**config.mk**
```make
export PLATFORM = sky130hd
export DESIGN_NAME = rpc_reset_pin_controller
export DESIGN_NICKNAME = d
export VERILOG_FILES = /design/src/rpc_pkg.sv /design/src/rpc_sync.sv /design/src/rpc_reset_pin_controller.sv
export SDC_FILE = /design/constraint.sdc
export NUM_CORES = 1
export LEC_CHECK = 0
export BUFFER_PORTS_ARGS = -buffer_cell sky130_fd_sc_hd__buf_2
export CAP_MARGIN = 5
export CORE_ASPECT_RATIO = 1.75
export CORE_MARGIN = 4
export CORE_UTILIZATION = 57
export CTS_CLUSTER_DIAMETER = 120
export DETAILED_ROUTE_END_ITERATION = 16
export HOLD_SLACK_MARGIN = 0.06
export PLACE_DENSITY = 0.79
export SYNTH_ARGS = -nofsm -noshare
export SYNTH_HDL_FRONTEND = slang
export SYNTH_HIERARCHICAL = 1
export SYNTH_SLANG_ARGS = --single-unit
export TNS_END_PERCENT = 50
```
**constraint.sdc**
```tcl
create_clock -name ref_clk -period 2.1 [get_ports ref_clk]
set_clock_uncertainty 0.05 [all_clocks]
set_input_delay 0.105 -clock ref_clk [delete_from_list [all_inputs] [get_ports ref_clk]]
set_output_delay 0.105 -clock ref_clk [all_outputs]
set_load 0.02 [all_outputs]
```
**src/rpc_pkg.sv**
```systemverilog
/*
 * Constants shared by the reset pin controller: clock rate, pin drive-back
 * length, synchroniser settle time and power-on reset stretch.
 * Assumes a single 20 MHz system clock.
 */
package rpc_pkg;
   localparam int CLK_PERIOD_NS     = 50;
   localparam int SYNC_STAGES       = 2;
   // drive-back length is counted in system clock cycles
   localparam int DRIVE_CYCLES      = 6;
   // after letting go of the pin, wait out the synchroniser before sensing again
   localparam int SETTLE_CYCLES     = SYNC_STAGES + 1;
   localparam int POR_HOLD_NS       = 800;
   localparam int POR_HOLD_CYCLES   = (POR_HOLD_NS + CLK_PERIOD_NS - 1) / CLK_PERIOD_NS;
   localparam int CNT_W             = 8;
   localparam logic SYNC_RESET_VAL  = 1'b1;
endpackage

```
**src/rpc_sync.sv**
```systemverilog
/*
 * Multi-bit two-stage (or deeper) level synchroniser for pin inputs.
 * Assumes each bit is an independent level; no word coherence is given.
 */
`timescale 1ns/1ps
`default_nettype none
module rpc_sync #(
   parameter int   WIDTH  = 2,
   parameter int   STAGES = rpc_pkg::SYNC_STAGES,
   parameter logic RVAL   = rpc_pkg::SYNC_RESET_VAL
) (
   input  wire logic             ref_clk,
   input  wire logic             rst_b,
   input  wire logic [WIDTH-1:0] d,
   output var  logic [WIDTH-1:0] q
);
   logic [WIDTH-1:0] stage [STAGES];
   logic [WIDTH-1:0] next_stage [STAGES];

   initial begin
      if (STAGES < 2) begin
         $error("rpc_sync needs at least two stages");
      end
   end

   always_comb begin
      next_stage[0] = d;
      for (int i = 1; i < STAGES; i++) begin
         next_stage[i] = stage[i-1];
      end
   end

   always_ff @(posedge ref_clk or negedge rst_b) begin
      if (!rst_b) begin
         for (int i = 0; i < STAGES; i++) begin
            stage[i] <= {WIDTH{RVAL}};
         end
      end else begin
         for (int i = 0; i < STAGES; i++) begin
            stage[i] <= next_stage[i];
         end
      end
   end

   assign q = stage[STAGES-1];
endmodule
`default_nettype wire

```
**src/rpc_reset_pin_controller.sv**
```systemverilog
/*
 * Reset pin controller: senses the soft reset pin and the power reset pin,
 * drives the soft reset pin low in bursts while it is seen low, and
 * produces the core, power-on and debug reset levels plus a run enable.
 * Assumes both pin inputs are asynchronous and pulled up outside; the pad
 * resolves the soft pin from out/oe. The real-time clock is not reset here.
 */
`timescale 1ns/1ps
`default_nettype none
// Contract
// - While the soft reset pin is seen low the core stays in reset.
// - When the soft reset pin is seen high again the core, registers and peripherals leave reset.
// - A soft reset leaves the power-on-only registers, clock logic and debug state alone.
// - Sensing the soft reset pin low makes the block drive that pin low.
// - Each drive-low burst lasts exactly six system clock cycles, then the pin is released.
// - Sensing and driving alternate until the pin is sensed high.
// - While the power reset pin is low everything but the clock logic is held in reset.
// - Release of the power reset pin starts a full power-on reset of all but the clock logic.
// - When that power-on reset completes, program execution is enabled.
module rpc_reset_pin_controller #(
   parameter int DRIVE_CYCLES    = rpc_pkg::DRIVE_CYCLES,
   parameter int SETTLE_CYCLES   = rpc_pkg::SETTLE_CYCLES,
   parameter int POR_HOLD_CYCLES = rpc_pkg::POR_HOLD_CYCLES
) (
   input  wire logic ref_clk,
   input  wire logic rst_b,
   input  wire logic soft_reset_pin_n_in,
   output var  logic soft_reset_pin_n_out,
   output var  logic soft_reset_pin_n_oe,
   input  wire logic power_reset_pin_n_in,
   output var  logic core_rst_n,
   output var  logic por_rst_n,
   output var  logic dbg_rst_n,
   output var  logic run_en
);
   typedef enum logic [1:0] {RPC_S_SENSE, RPC_S_DRIVE, RPC_S_SETTLE} rpc_soft_t;
   typedef enum logic [1:0] {RPC_P_HOLD, RPC_P_POR, RPC_P_RUN} rpc_pwr_t;

   localparam int MAXC = 1 << rpc_pkg::CNT_W;
   localparam logic [rpc_pkg::CNT_W-1:0] DRV_LAST = rpc_pkg::CNT_W'(DRIVE_CYCLES - 1);
   localparam logic [rpc_pkg::CNT_W-1:0] SET_LAST = rpc_pkg::CNT_W'(SETTLE_CYCLES - 1);
   localparam logic [rpc_pkg::CNT_W-1:0] POR_LAST = rpc_pkg::CNT_W'(POR_HOLD_CYCLES - 1);

   initial begin
      if (DRIVE_CYCLES < 1 || DRIVE_CYCLES > MAXC || POR_HOLD_CYCLES < 1 ||
          POR_HOLD_CYCLES > MAXC || SETTLE_CYCLES < rpc_pkg::SYNC_STAGES + 1 ||
          SETTLE_CYCLES > MAXC) begin
         $error("rpc_reset_pin_controller: count parameter out of range");
      end
   end

   logic [1:0] pins_s;
   logic       soft_s;
   logic       pwr_s;

   rpc_sync #(
      .WIDTH  (2),
      .STAGES (rpc_pkg::SYNC_STAGES),
      .RVAL   (rpc_pkg::SYNC_RESET_VAL)
   ) u_sync (
      .ref_clk (ref_clk),
      .rst_b   (rst_b),
      .d       ({power_reset_pin_n_in, soft_reset_pin_n_in}),
      .q       (pins_s)
   );
   assign soft_s = pins_s[0];
   assign pwr_s  = pins_s[1];

   // power reset sequencing
   rpc_pwr_t                  pstate;
   rpc_pwr_t                  next_pstate;
   logic [rpc_pkg::CNT_W-1:0] pcnt;
   logic [rpc_pkg::CNT_W-1:0] next_pcnt;
   logic                      next_por_rst_n;
   logic                      next_dbg_rst_n;
   logic                      next_run_en;

   always_comb begin
      next_pstate = pstate;
      next_pcnt   = pcnt;
      unique case (pstate)
         RPC_P_HOLD: begin
            next_pcnt = '0;
            if (pwr_s) begin
               next_pstate = RPC_P_POR;
            end
         end
         RPC_P_POR: begin
            next_pcnt = pcnt + 1'b1;
            if (pcnt == POR_LAST) begin
               next_pstate = RPC_P_RUN;
            end
         end
         RPC_P_RUN: begin
            next_pcnt = '0;
         end
      endcase
      if (!pwr_s) begin
         next_pstate = RPC_P_HOLD;
         next_pcnt   = '0;
      end
      next_por_rst_n = (next_pstate == RPC_P_RUN);
      next_dbg_rst_n = next_por_rst_n;
      // execution starts one cycle after the power-on and debug reset levels rise, with the core level
      next_run_en    = por_rst_n && (next_pstate == RPC_P_RUN);
   end

   always_ff @(posedge ref_clk or negedge rst_b) begin
      if (!rst_b) begin
         pstate    <= RPC_P_HOLD;
         pcnt      <= '0;
         por_rst_n <= 1'b0;
         dbg_rst_n <= 1'b0;
         run_en    <= 1'b0;
      end else begin
         pstate    <= next_pstate;
         pcnt      <= next_pcnt;
         por_rst_n <= next_por_rst_n;
         dbg_rst_n <= next_dbg_rst_n;
         run_en    <= next_run_en;
      end
   end

   // soft reset pin sensing and drive-back
   rpc_soft_t                 sstate;
   rpc_soft_t                 next_sstate;
   logic [rpc_pkg::CNT_W-1:0] scnt;
   logic [rpc_pkg::CNT_W-1:0] next_scnt;
   logic                      next_oe;
   logic                      next_core_rst_n;

   always_comb begin
      next_sstate = sstate;
      next_scnt   = scnt;
      unique case (sstate)
         RPC_S_SENSE: begin
            next_scnt = '0;
            if (!soft_s) begin
               next_sstate = RPC_S_DRIVE;
            end
         end
         RPC_S_DRIVE: begin
            next_scnt = scnt + 1'b1;
            if (scnt == DRV_LAST) begin
               next_sstate = RPC_S_SETTLE;
               next_scnt   = '0;
            end
         end
         RPC_S_SETTLE: begin
            // our own low drive is still in the synchroniser; do not sense it
            next_scnt = scnt + 1'b1;
            if (scnt == SET_LAST) begin
               next_scnt   = '0;
               next_sstate = soft_s ? RPC_S_SENSE : RPC_S_DRIVE;
            end
         end
      endcase
      if (!por_rst_n) begin
         next_sstate = RPC_S_SENSE;
         next_scnt   = '0;
      end
      next_oe = (next_sstate == RPC_S_DRIVE);
      // only the core domain follows the soft pin; por and debug do not
      // gate with the next power-on level too, so a falling power pin drops the core at once
      next_core_rst_n = por_rst_n && next_por_rst_n && soft_s &&
                        (next_sstate == RPC_S_SENSE);
   end

   always_ff @(posedge ref_clk or negedge rst_b) begin
      if (!rst_b) begin
         sstate               <= RPC_S_SENSE;
         scnt                 <= '0;
         soft_reset_pin_n_oe  <= 1'b0;
         soft_reset_pin_n_out <= 1'b0;
         core_rst_n           <= 1'b0;
      end else begin
         sstate               <= next_sstate;
         scnt                 <= next_scnt;
         soft_reset_pin_n_oe  <= next_oe;
         soft_reset_pin_n_out <= 1'b0;
         core_rst_n           <= next_core_rst_n;
      end
   end
endmodule
`default_nettype wire

```
### After elaboration in Yosys (flattened, before gate mapping)

Cells that the tools add are included.
W data, S select, Z words.

| storage, ports and cells | value |
|---|---|
| register bits | 28 |
| latch bits | 0 |
| memory bits (writable) | 0 |
| memory bits (read-only) | 0 |
| logic and storage cells | 43 |
| memories kept | 0 |

| cells by class | value |
|---|---|
| add/sub/neg operators | 2 |
| multiply operators | 0 |
| divide/modulo/power cells | 0 |
| $lt $le $gt $ge | 0 |
| eq/ne operators | 9 |
| shifts and indexed selects | 0 |
| multiplexer cells | 15 |
| bitwise gates (word level) | 0 |
| reductions and logical operators | 7 |

Operator list:

| kind | count |
|---|---|
| $mux W8 | 4 |
| $pmux W8 S3 | 1 |
| $add A8 B1 Y8 const B | 2 |
| $pmux W8 S2 | 1 |
| $mux W2 | 6 |
| $eq A8 B2 Y1 const B | 1 |
| $eq A8 B3 Y1 const B | 1 |
| $eq A8 B4 Y1 const B | 1 |
| $eq A2 B1 Y1 const B | 3 |
| $eq A2 B2 Y1 const B | 3 |
| $logic_not A2 Y1 | 3 |
| $pmux W2 S3 | 1 |
| $pmux W2 S2 | 1 |
| $logic_and A1 B1 Y1 | 3 |
| $reduce_or A2 Y1 | 1 |
| $mux W1 | 1 |

### Longest topological paths before layout

| depth | value |
|---|---|
| depth in word-level cells | 8 |
| depth in mapped cells | 6 |
| mapped depth without buffers | 6 |

### By module

Netlist, hierarchy kept.

Modules (own cells, without submodules):

| module | times used | cells an instance | area an instance (um2) |
|---|---|---|---|
| rpc_reset_pin_controller | 1 | 114 | 1191.1 |
| rpc_sync | 1 | 4 | 105.1 |

### Worst setup path before layout

Ideal clock, no wire load.

| path | value |
|---|---|
| path kind | reg-to-reg |
| from | register scnt[3] (netlist bit) |
| to | register core_rst_n |
| setup time | 0.137 ns |
| arrival time | 1.753 ns |
| slack | 0.160 ns |
| cell stages (with the launch flop) | 6 |
| path buffers | 1 |
| period minus slack after synthesis | 1.940 ns |
| path through | dfrtp_1 > or3_1 > clkbuf_2 > or4_4 > a221oi_2 > nor4b_1 |

| on the way | value |
|---|---|
| word-level cells in the longest chain between the ends | 6 |

RTL lines:

| element | RTL line | source |
|---|---|---|
| start, declared | rpc_reset_pin_controller.sv:127 | `logic [rpc_pkg::CNT_W-1:0] scnt;` |
| start signal, assigned | rpc_reset_pin_controller.sv:178 | `scnt <= next_scnt;` |
| $eq A8 B2 Y1 / $eq A8 B3 Y1 (equally long branches) | rpc_reset_pin_controller.sv:152, rpc_reset_pin_controller.sv:144 |  |
| $mux W2 (on tied branches) | rpc_reset_pin_controller.sv:152, rpc_reset_pin_controller.sv:144 |  |
| $pmux W2 S3 (*) | rpc_reset_pin_controller.sv:135 | `unique case (sstate)` |
| $mux W2 (*) | rpc_reset_pin_controller.sv:158 | `if (!por_rst_n) begin` |
| via next_sstate[1] | rpc_reset_pin_controller.sv:126 | `rpc_soft_t next_sstate;` |
| $logic_not A2 Y1 (*) | rpc_reset_pin_controller.sv:166 | `(next_sstate == RPC_S_SENSE);` |
| $logic_and A1 B1 Y1 (*) | rpc_reset_pin_controller.sv:165 | `next_core_rst_n = por_rst_n && next_por_rst_n && soft_s &&` |
| via next_core_rst_n | rpc_reset_pin_controller.sv:130 | `logic next_core_rst_n;` |
| end signal, assigned | rpc_reset_pin_controller.sv:181 | `core_rst_n <= next_core_rst_n;` |
| end, declared | rpc_reset_pin_controller.sv:31 | `output var logic core_rst_n,` |

The timed path passes the listed nets; every way through them passes the cells marked *.

### Worst setup path after layout

| path | value |
|---|---|
| from | register scnt[0] (netlist bit) |
| to | register core_rst_n |

| on the way | value |
|---|---|
| word-level cells in the longest chain between the ends | 6 |

RTL lines:

| element | RTL line |
|---|---|
| $eq A8 B2 Y1 / $eq A8 B3 Y1 (equally long branches) | rpc_reset_pin_controller.sv:152, rpc_reset_pin_controller.sv:144 |
| $mux W2 (on tied branches) | rpc_reset_pin_controller.sv:152, rpc_reset_pin_controller.sv:144 |
| $pmux W2 S3 (*) | rpc_reset_pin_controller.sv:135 |
| $mux W2 (*) | rpc_reset_pin_controller.sv:158 |
| $logic_not A2 Y1 (*) | rpc_reset_pin_controller.sv:166 |
| $logic_and A1 B1 Y1 (*) | rpc_reset_pin_controller.sv:165 |
| via next_core_rst_n | rpc_reset_pin_controller.sv:130 |

Marks and branches as above.

==> tab_implementation.tex <==
\begin{tabular}{lr}
\hline
Metric & Value \\
\hline
\multicolumn{2}{l}{\textbf{Outcome}} \\
\quad Status & finished clean \\
\multicolumn{2}{l}{\textbf{Yosys}} \\
\quad Avg Cell Area, Syn & 11.0 µm² \\
\quad YS warnings & 6 \\
\quad Combinational family with the most area after synthesis & simple AND/OR/NAND/NOR gates \\
\quad Simple-gate portion of the synthesized area & 19.0\% \\
\quad Synth top area cells & dfrtp\_1 (46\%), dfstp\_2 (8.1\%), xor2\_1 (6.1\%), ha\_1 (5.8\%), nor2\_1 (4.6\%) \\
\quad Post-Synthesis Cells & 118 \\
\quad Async set-reset flop share out of synthesis & 100\% \\
\quad Area share of the leading cell type in the synthesized netlist & 46.3\% \\
\quad Synth cell types & 36 \\
\quad Multiplexer share of the synthesized area & 0\% \\
\quad Post-Synth Adder-Cell Area & 5.79\% \\
\quad Syn\_nets & 128 \\
\quad Post-synthesis share of cell area spent on xor and xnor gates & 8.11\% \\
\quad Number of flops mapped to enable cells by yosys & 0 \\
\quad Flip-flop cell with the highest count after synthesis & dfrtp\_1 \\
\quad Flops \& latches, synth & 28 \\
\quad Share of the yosys chip area belonging to registers & 54.4\% \\
\quad Most frequent cell after synthesis & dfrtp\_1 \\
\quad Fraction of the mapped netlist area in compound gates & 8.78\% \\
\quad Post-synth design cell area & 1300 µm² \\
\quad Top cells by count, synth & dfrtp\_1 (24), nor2\_1 (16), nand3\_1 (9), xor2\_1 (9), inv\_1 (7) \\
\quad Cell type with the highest aggregate area in the netlist & dfrtp\_1 \\
\multicolumn{2}{l}{\textbf{Power and ir drop}} \\
\quad Worst supply voltage drop on vdd & 0.000465 V \\
\quad Share of total power in the clock network & 37.5\% \\
\quad Sum of internal, switching and leakage power & 0.000928 W \\
\quad Sw frac & 19.0\% \\
\quad NetSw & 0.000177 W \\
\quad Power per cell area & 633 nW/µm² \\
\quad Part of the power in combinational logic & 2.8\% \\
\quad Internal power & 0.000751 W \\
\quad Leak & 0.690 nW \\
\quad Fraction of power consumed by sequential logic & 59.7\% \\
\multicolumn{2}{l}{\textbf{Critical path}} \\
\quad R2r startpoint & scnt[0]\$\_DFF\_PN0\_ \\
\quad Data arrival time of the critical path & 2.13 ns \\
\quad Family with the most delay on the worst path & simple AND/OR/NAND/NOR gates \\
\quad Crit Path Max Fanout & 5 \\
\quad Buffers plus inverters on the worst setup path & 1 \\
\quad CP startpoint kind & flip-flop \\
\quad Critical path data required time & 2.30 ns \\
\quad Longest individual stage delay on the worst path & 0.51 ns \\
\quad Cell breakdown of the critical path & inv\_1 -> ha\_1 -> or4b\_1 -> o211ai\_1 -> o311ai\_0 -> nor4b\_1 \\
\quad Critical path type & reg2reg \\
\quad Worst Setup SP & scnt[0]\$\_DFF\_PN0\_ \\
\quad Crit. End Element & flip-flop \\
\quad Slowest cell on the critical path & or4b\_1 \\
\multicolumn{2}{l}{\textbf{GRT}} \\
\quad Vias in the first global route & 942 \\
\quad GR met2 Demand/Resource & 31.3\% \\
\quad Total global routing track utilization & 16.8\% \\
\quad First-pass GRT wire length & 3950 µm \\
\quad GR Util met3 & 1.53\% \\
\quad GR Overflow Total & 0 \\
\quad Maximum number of pins on one net before global-route repair & 29 \\
\quad Busiest layer in global routing & met2 \\
\quad Met1 global-route usage & 17.6\% \\
\quad Number of antenna violations at the first check in global routing & 0 \\
\multicolumn{2}{l}{\textbf{Clocking}} \\
\quad Post-CTS setup buffer count & 0 \\
\quad Clock root buffer & clkbuf\_4 \\
\quad Clock tree from TritonCTS & yes \\
\quad \# hold bufs at CTS & 3 \\
\quad Number of cells upsized or downsized after cts & 0 \\
\quad Clock latency reported for the late side of the worst-skew pair & 0.33 ns \\
\quad Longest Clk Path Bufs & 2 \\
\quad Clock Pin Slew Worst Setup and Hold Paths & 0.15 ns \\
\quad Number of buffers added by the clock tree synthesis step & 3 \\
\quad Clock sink count & 28 \\
\quad H-tree depth & 1 \\
\multicolumn{2}{l}{\textbf{Timing}} \\
\quad Final max-slew violation count & 0 \\
\quad Setup repair after global routing missed its margin & false \\
\quad Final hold violation count & 0 \\
\quad Final setup violation count & 0 \\
\quad Final critical-path required period & 1.93 ns \\
\quad Fmax & 518 MHz \\
\quad Worst setup slack after layout & 0.169 ns \\
\quad Post-Route Setup TNS & 0 ns \\
\quad Measured slew at the worst slew-check pin & 0.592 ns \\
\quad Worst rel slew slack & 60.5\% \\
\quad Tcrit/Tclk final & 91.9\% \\
\multicolumn{2}{l}{\textbf{Route}} \\
\quad Drt initial violations & 22 \\
\quad Post-route antenna net violation count & 0 \\
\quad 1st-pass router iterations & 4 \\
\quad Routed Wire Length & 2260 µm \\
\quad Count of unresolved DRC violations after routing & 0 \\
\quad Routed wire per std cell & 14.2 µm \\
\quad DR vias & 890 \\
\quad Detailed-route vias per instance & 5.60 \\
\multicolumn{2}{l}{\textbf{Worst hold path}} \\
\quad Class of the worst hold path & in2async \\
\multicolumn{2}{l}{\textbf{Run}} \\
\quad Max-capacitance violation count & 0 \\
\multicolumn{2}{l}{\textbf{Die}} \\
\quad IO Count & 10 \\
\quad Full die area & 3130 µm² \\
\quad Floorplan core area & 2150 µm² \\
\quad Std cell rows & 22 \\
\quad Die outline width & 44.1 µm \\
\quad Die boundary height & 71.1 µm \\
\quad Initial Utilization & 60.4\% \\
\multicolumn{2}{l}{\textbf{Finish}} \\
\quad Sequential cell area & 706 µm² \\
\quad Multi-input gate area in the final layout & 544 µm² \\
\quad Area growth syn-to-layout & 13.1\% \\
\quad Filler Cells Inserted & 162 \\
\quad Antenna diodes & 0 \\
\quad Final \#Nets & 146 \\
\quad Ratio of cells with drive above 1 in the final layout & 19.3\% \\
\multicolumn{2}{l}{\textbf{Placed design}} \\
\quad GP Congestion & 0.824 \\
\quad Port bufs & 8 \\
\quad Worst setup slack after placement & 0.177 ns \\
\quad Final HPWL from detailed placement & 1760 µm \\
\hline
\end{tabular}
worst paths after layout:
path / slack (ns) / to / cells past startpoint
worst max-delay path: 0.17 / core_rst_n$_DFF_PN0_ / 6
min in group ref_clk: 0.32 / u_sync/q[0]$_DFF_PN1_ / 0
worst max register to register: 0.17 / core_rst_n$_DFF_PN0_ / 6
worst min register to register: 0.32 / u_sync/q[0]$_DFF_PN1_ / 0
max in group asynchronous: 1.36 / scnt[5]$_DFF_PN0_ / 2
worst min-delay path: 0.23 / core_rst_n$_DFF_PN0_ / 2
worst reg2reg max path: stages (launching register included):
cell      delay, ns
dfrtp_1        0.41
inv_1          0.06
ha_1           0.12
or4b_1         0.51
o211ai_1       0.23
o311ai_0       0.16
nor4b_1        0.31
cells in the final DEF (no fill, tap or decap):
master         count
a211o_1            1
a21o_1             1
a21oi_1            1
a221oi_2           1
a311oi_1           1
a31oi_1            1
and2_1             1
and3_1             5
and3_2             1
buf_2              8
buf_4              5
bufinv_16          1
clkbuf_4           3
conb_1             1
dfrtp_1           24
dfstp_2            4
dlygate4sd3_1      3
ha_1               6
inv_1              7
nand2_1            3
nand2b_1           4
nand3_1            9
nand4_1            1
nor2_1            16
nor3_1             1
nor4b_1            1
o211ai_1           2
o21a_1             1
o21ai_0            1
o311ai_0           1
o31a_2             1
o31ai_1            1
o41ai_1            1
or2_2              1
or3_1              2
or4_4              1
or4b_1             1
xnor2_1            3
xor2_1             9
logic make-up (layout without fill, tap and decap cells):
| family | Yosys count | after routing |
|---|---|---|
| and+or+nand+nor | 47 | 47 |
| AOI/OAI and AO/OA | 14 | 14 |
| DFF | 28 | 28 |
| other | 1 | 1 |
| xor gates and xnor gates | 12 | 12 |
| buffers and inverters | 10 | 27 |
| adders and majority gates | 6 | 6 |
stage by stage:
step                utilization, %  hold WS [ns]  cell area [µm²]  instances
floorplan                        -        -0.241             1300        118
global placement              64.5        0.0763             1380        152
detailed placement            64.5        0.0904             1380        152
CTS                           68.3         0.251             1470        159
global route                  68.3         0.285             1470        159
finish                        68.3         0.232             1470        159
metal layers:
metal  up-vias  part of all wire, %
li1        443                    -
met1       430                   37
met2        13                   58
met3         4                  2.4
met4         0                  2.3
met5         -                    0
registers in the layout, summed over array words and instances, names as in the netlist:
register             cells
pcnt                     8
dbg_rst_n                1
run_en                   1
core_rst_n               1
sstate                   2
scnt                     8
u_sync/q                 2
u_sync/next_stage        2
soft_reset_pin_n_oe      1
pstate                   2
area by class of cell:
class	instances	area share (%)
inverter	7	1.79
timing repair buffer	16	7.34
sequential	28	48.1
clock inverter	1	2.05
tap	24	2.05
multi-input combinational	80	37.1
clock buffer	3	1.54
power groups by stage:
stage	combinational [W]	clock, W	sequential (W)
3_3_place_gp	0.0000220	0	0.000564
6_report	0.0000261	0.000348	0.000554
2_1_floorplan	0.00000999	0	0.000562
4_1_cts	0.0000271	0.000356	0.000554
5_1_grt	0.0000307	0.000374	0.000555
3_5_place_dp	0.0000228	0	0.000564
Power figures use the tool's default switching activity.
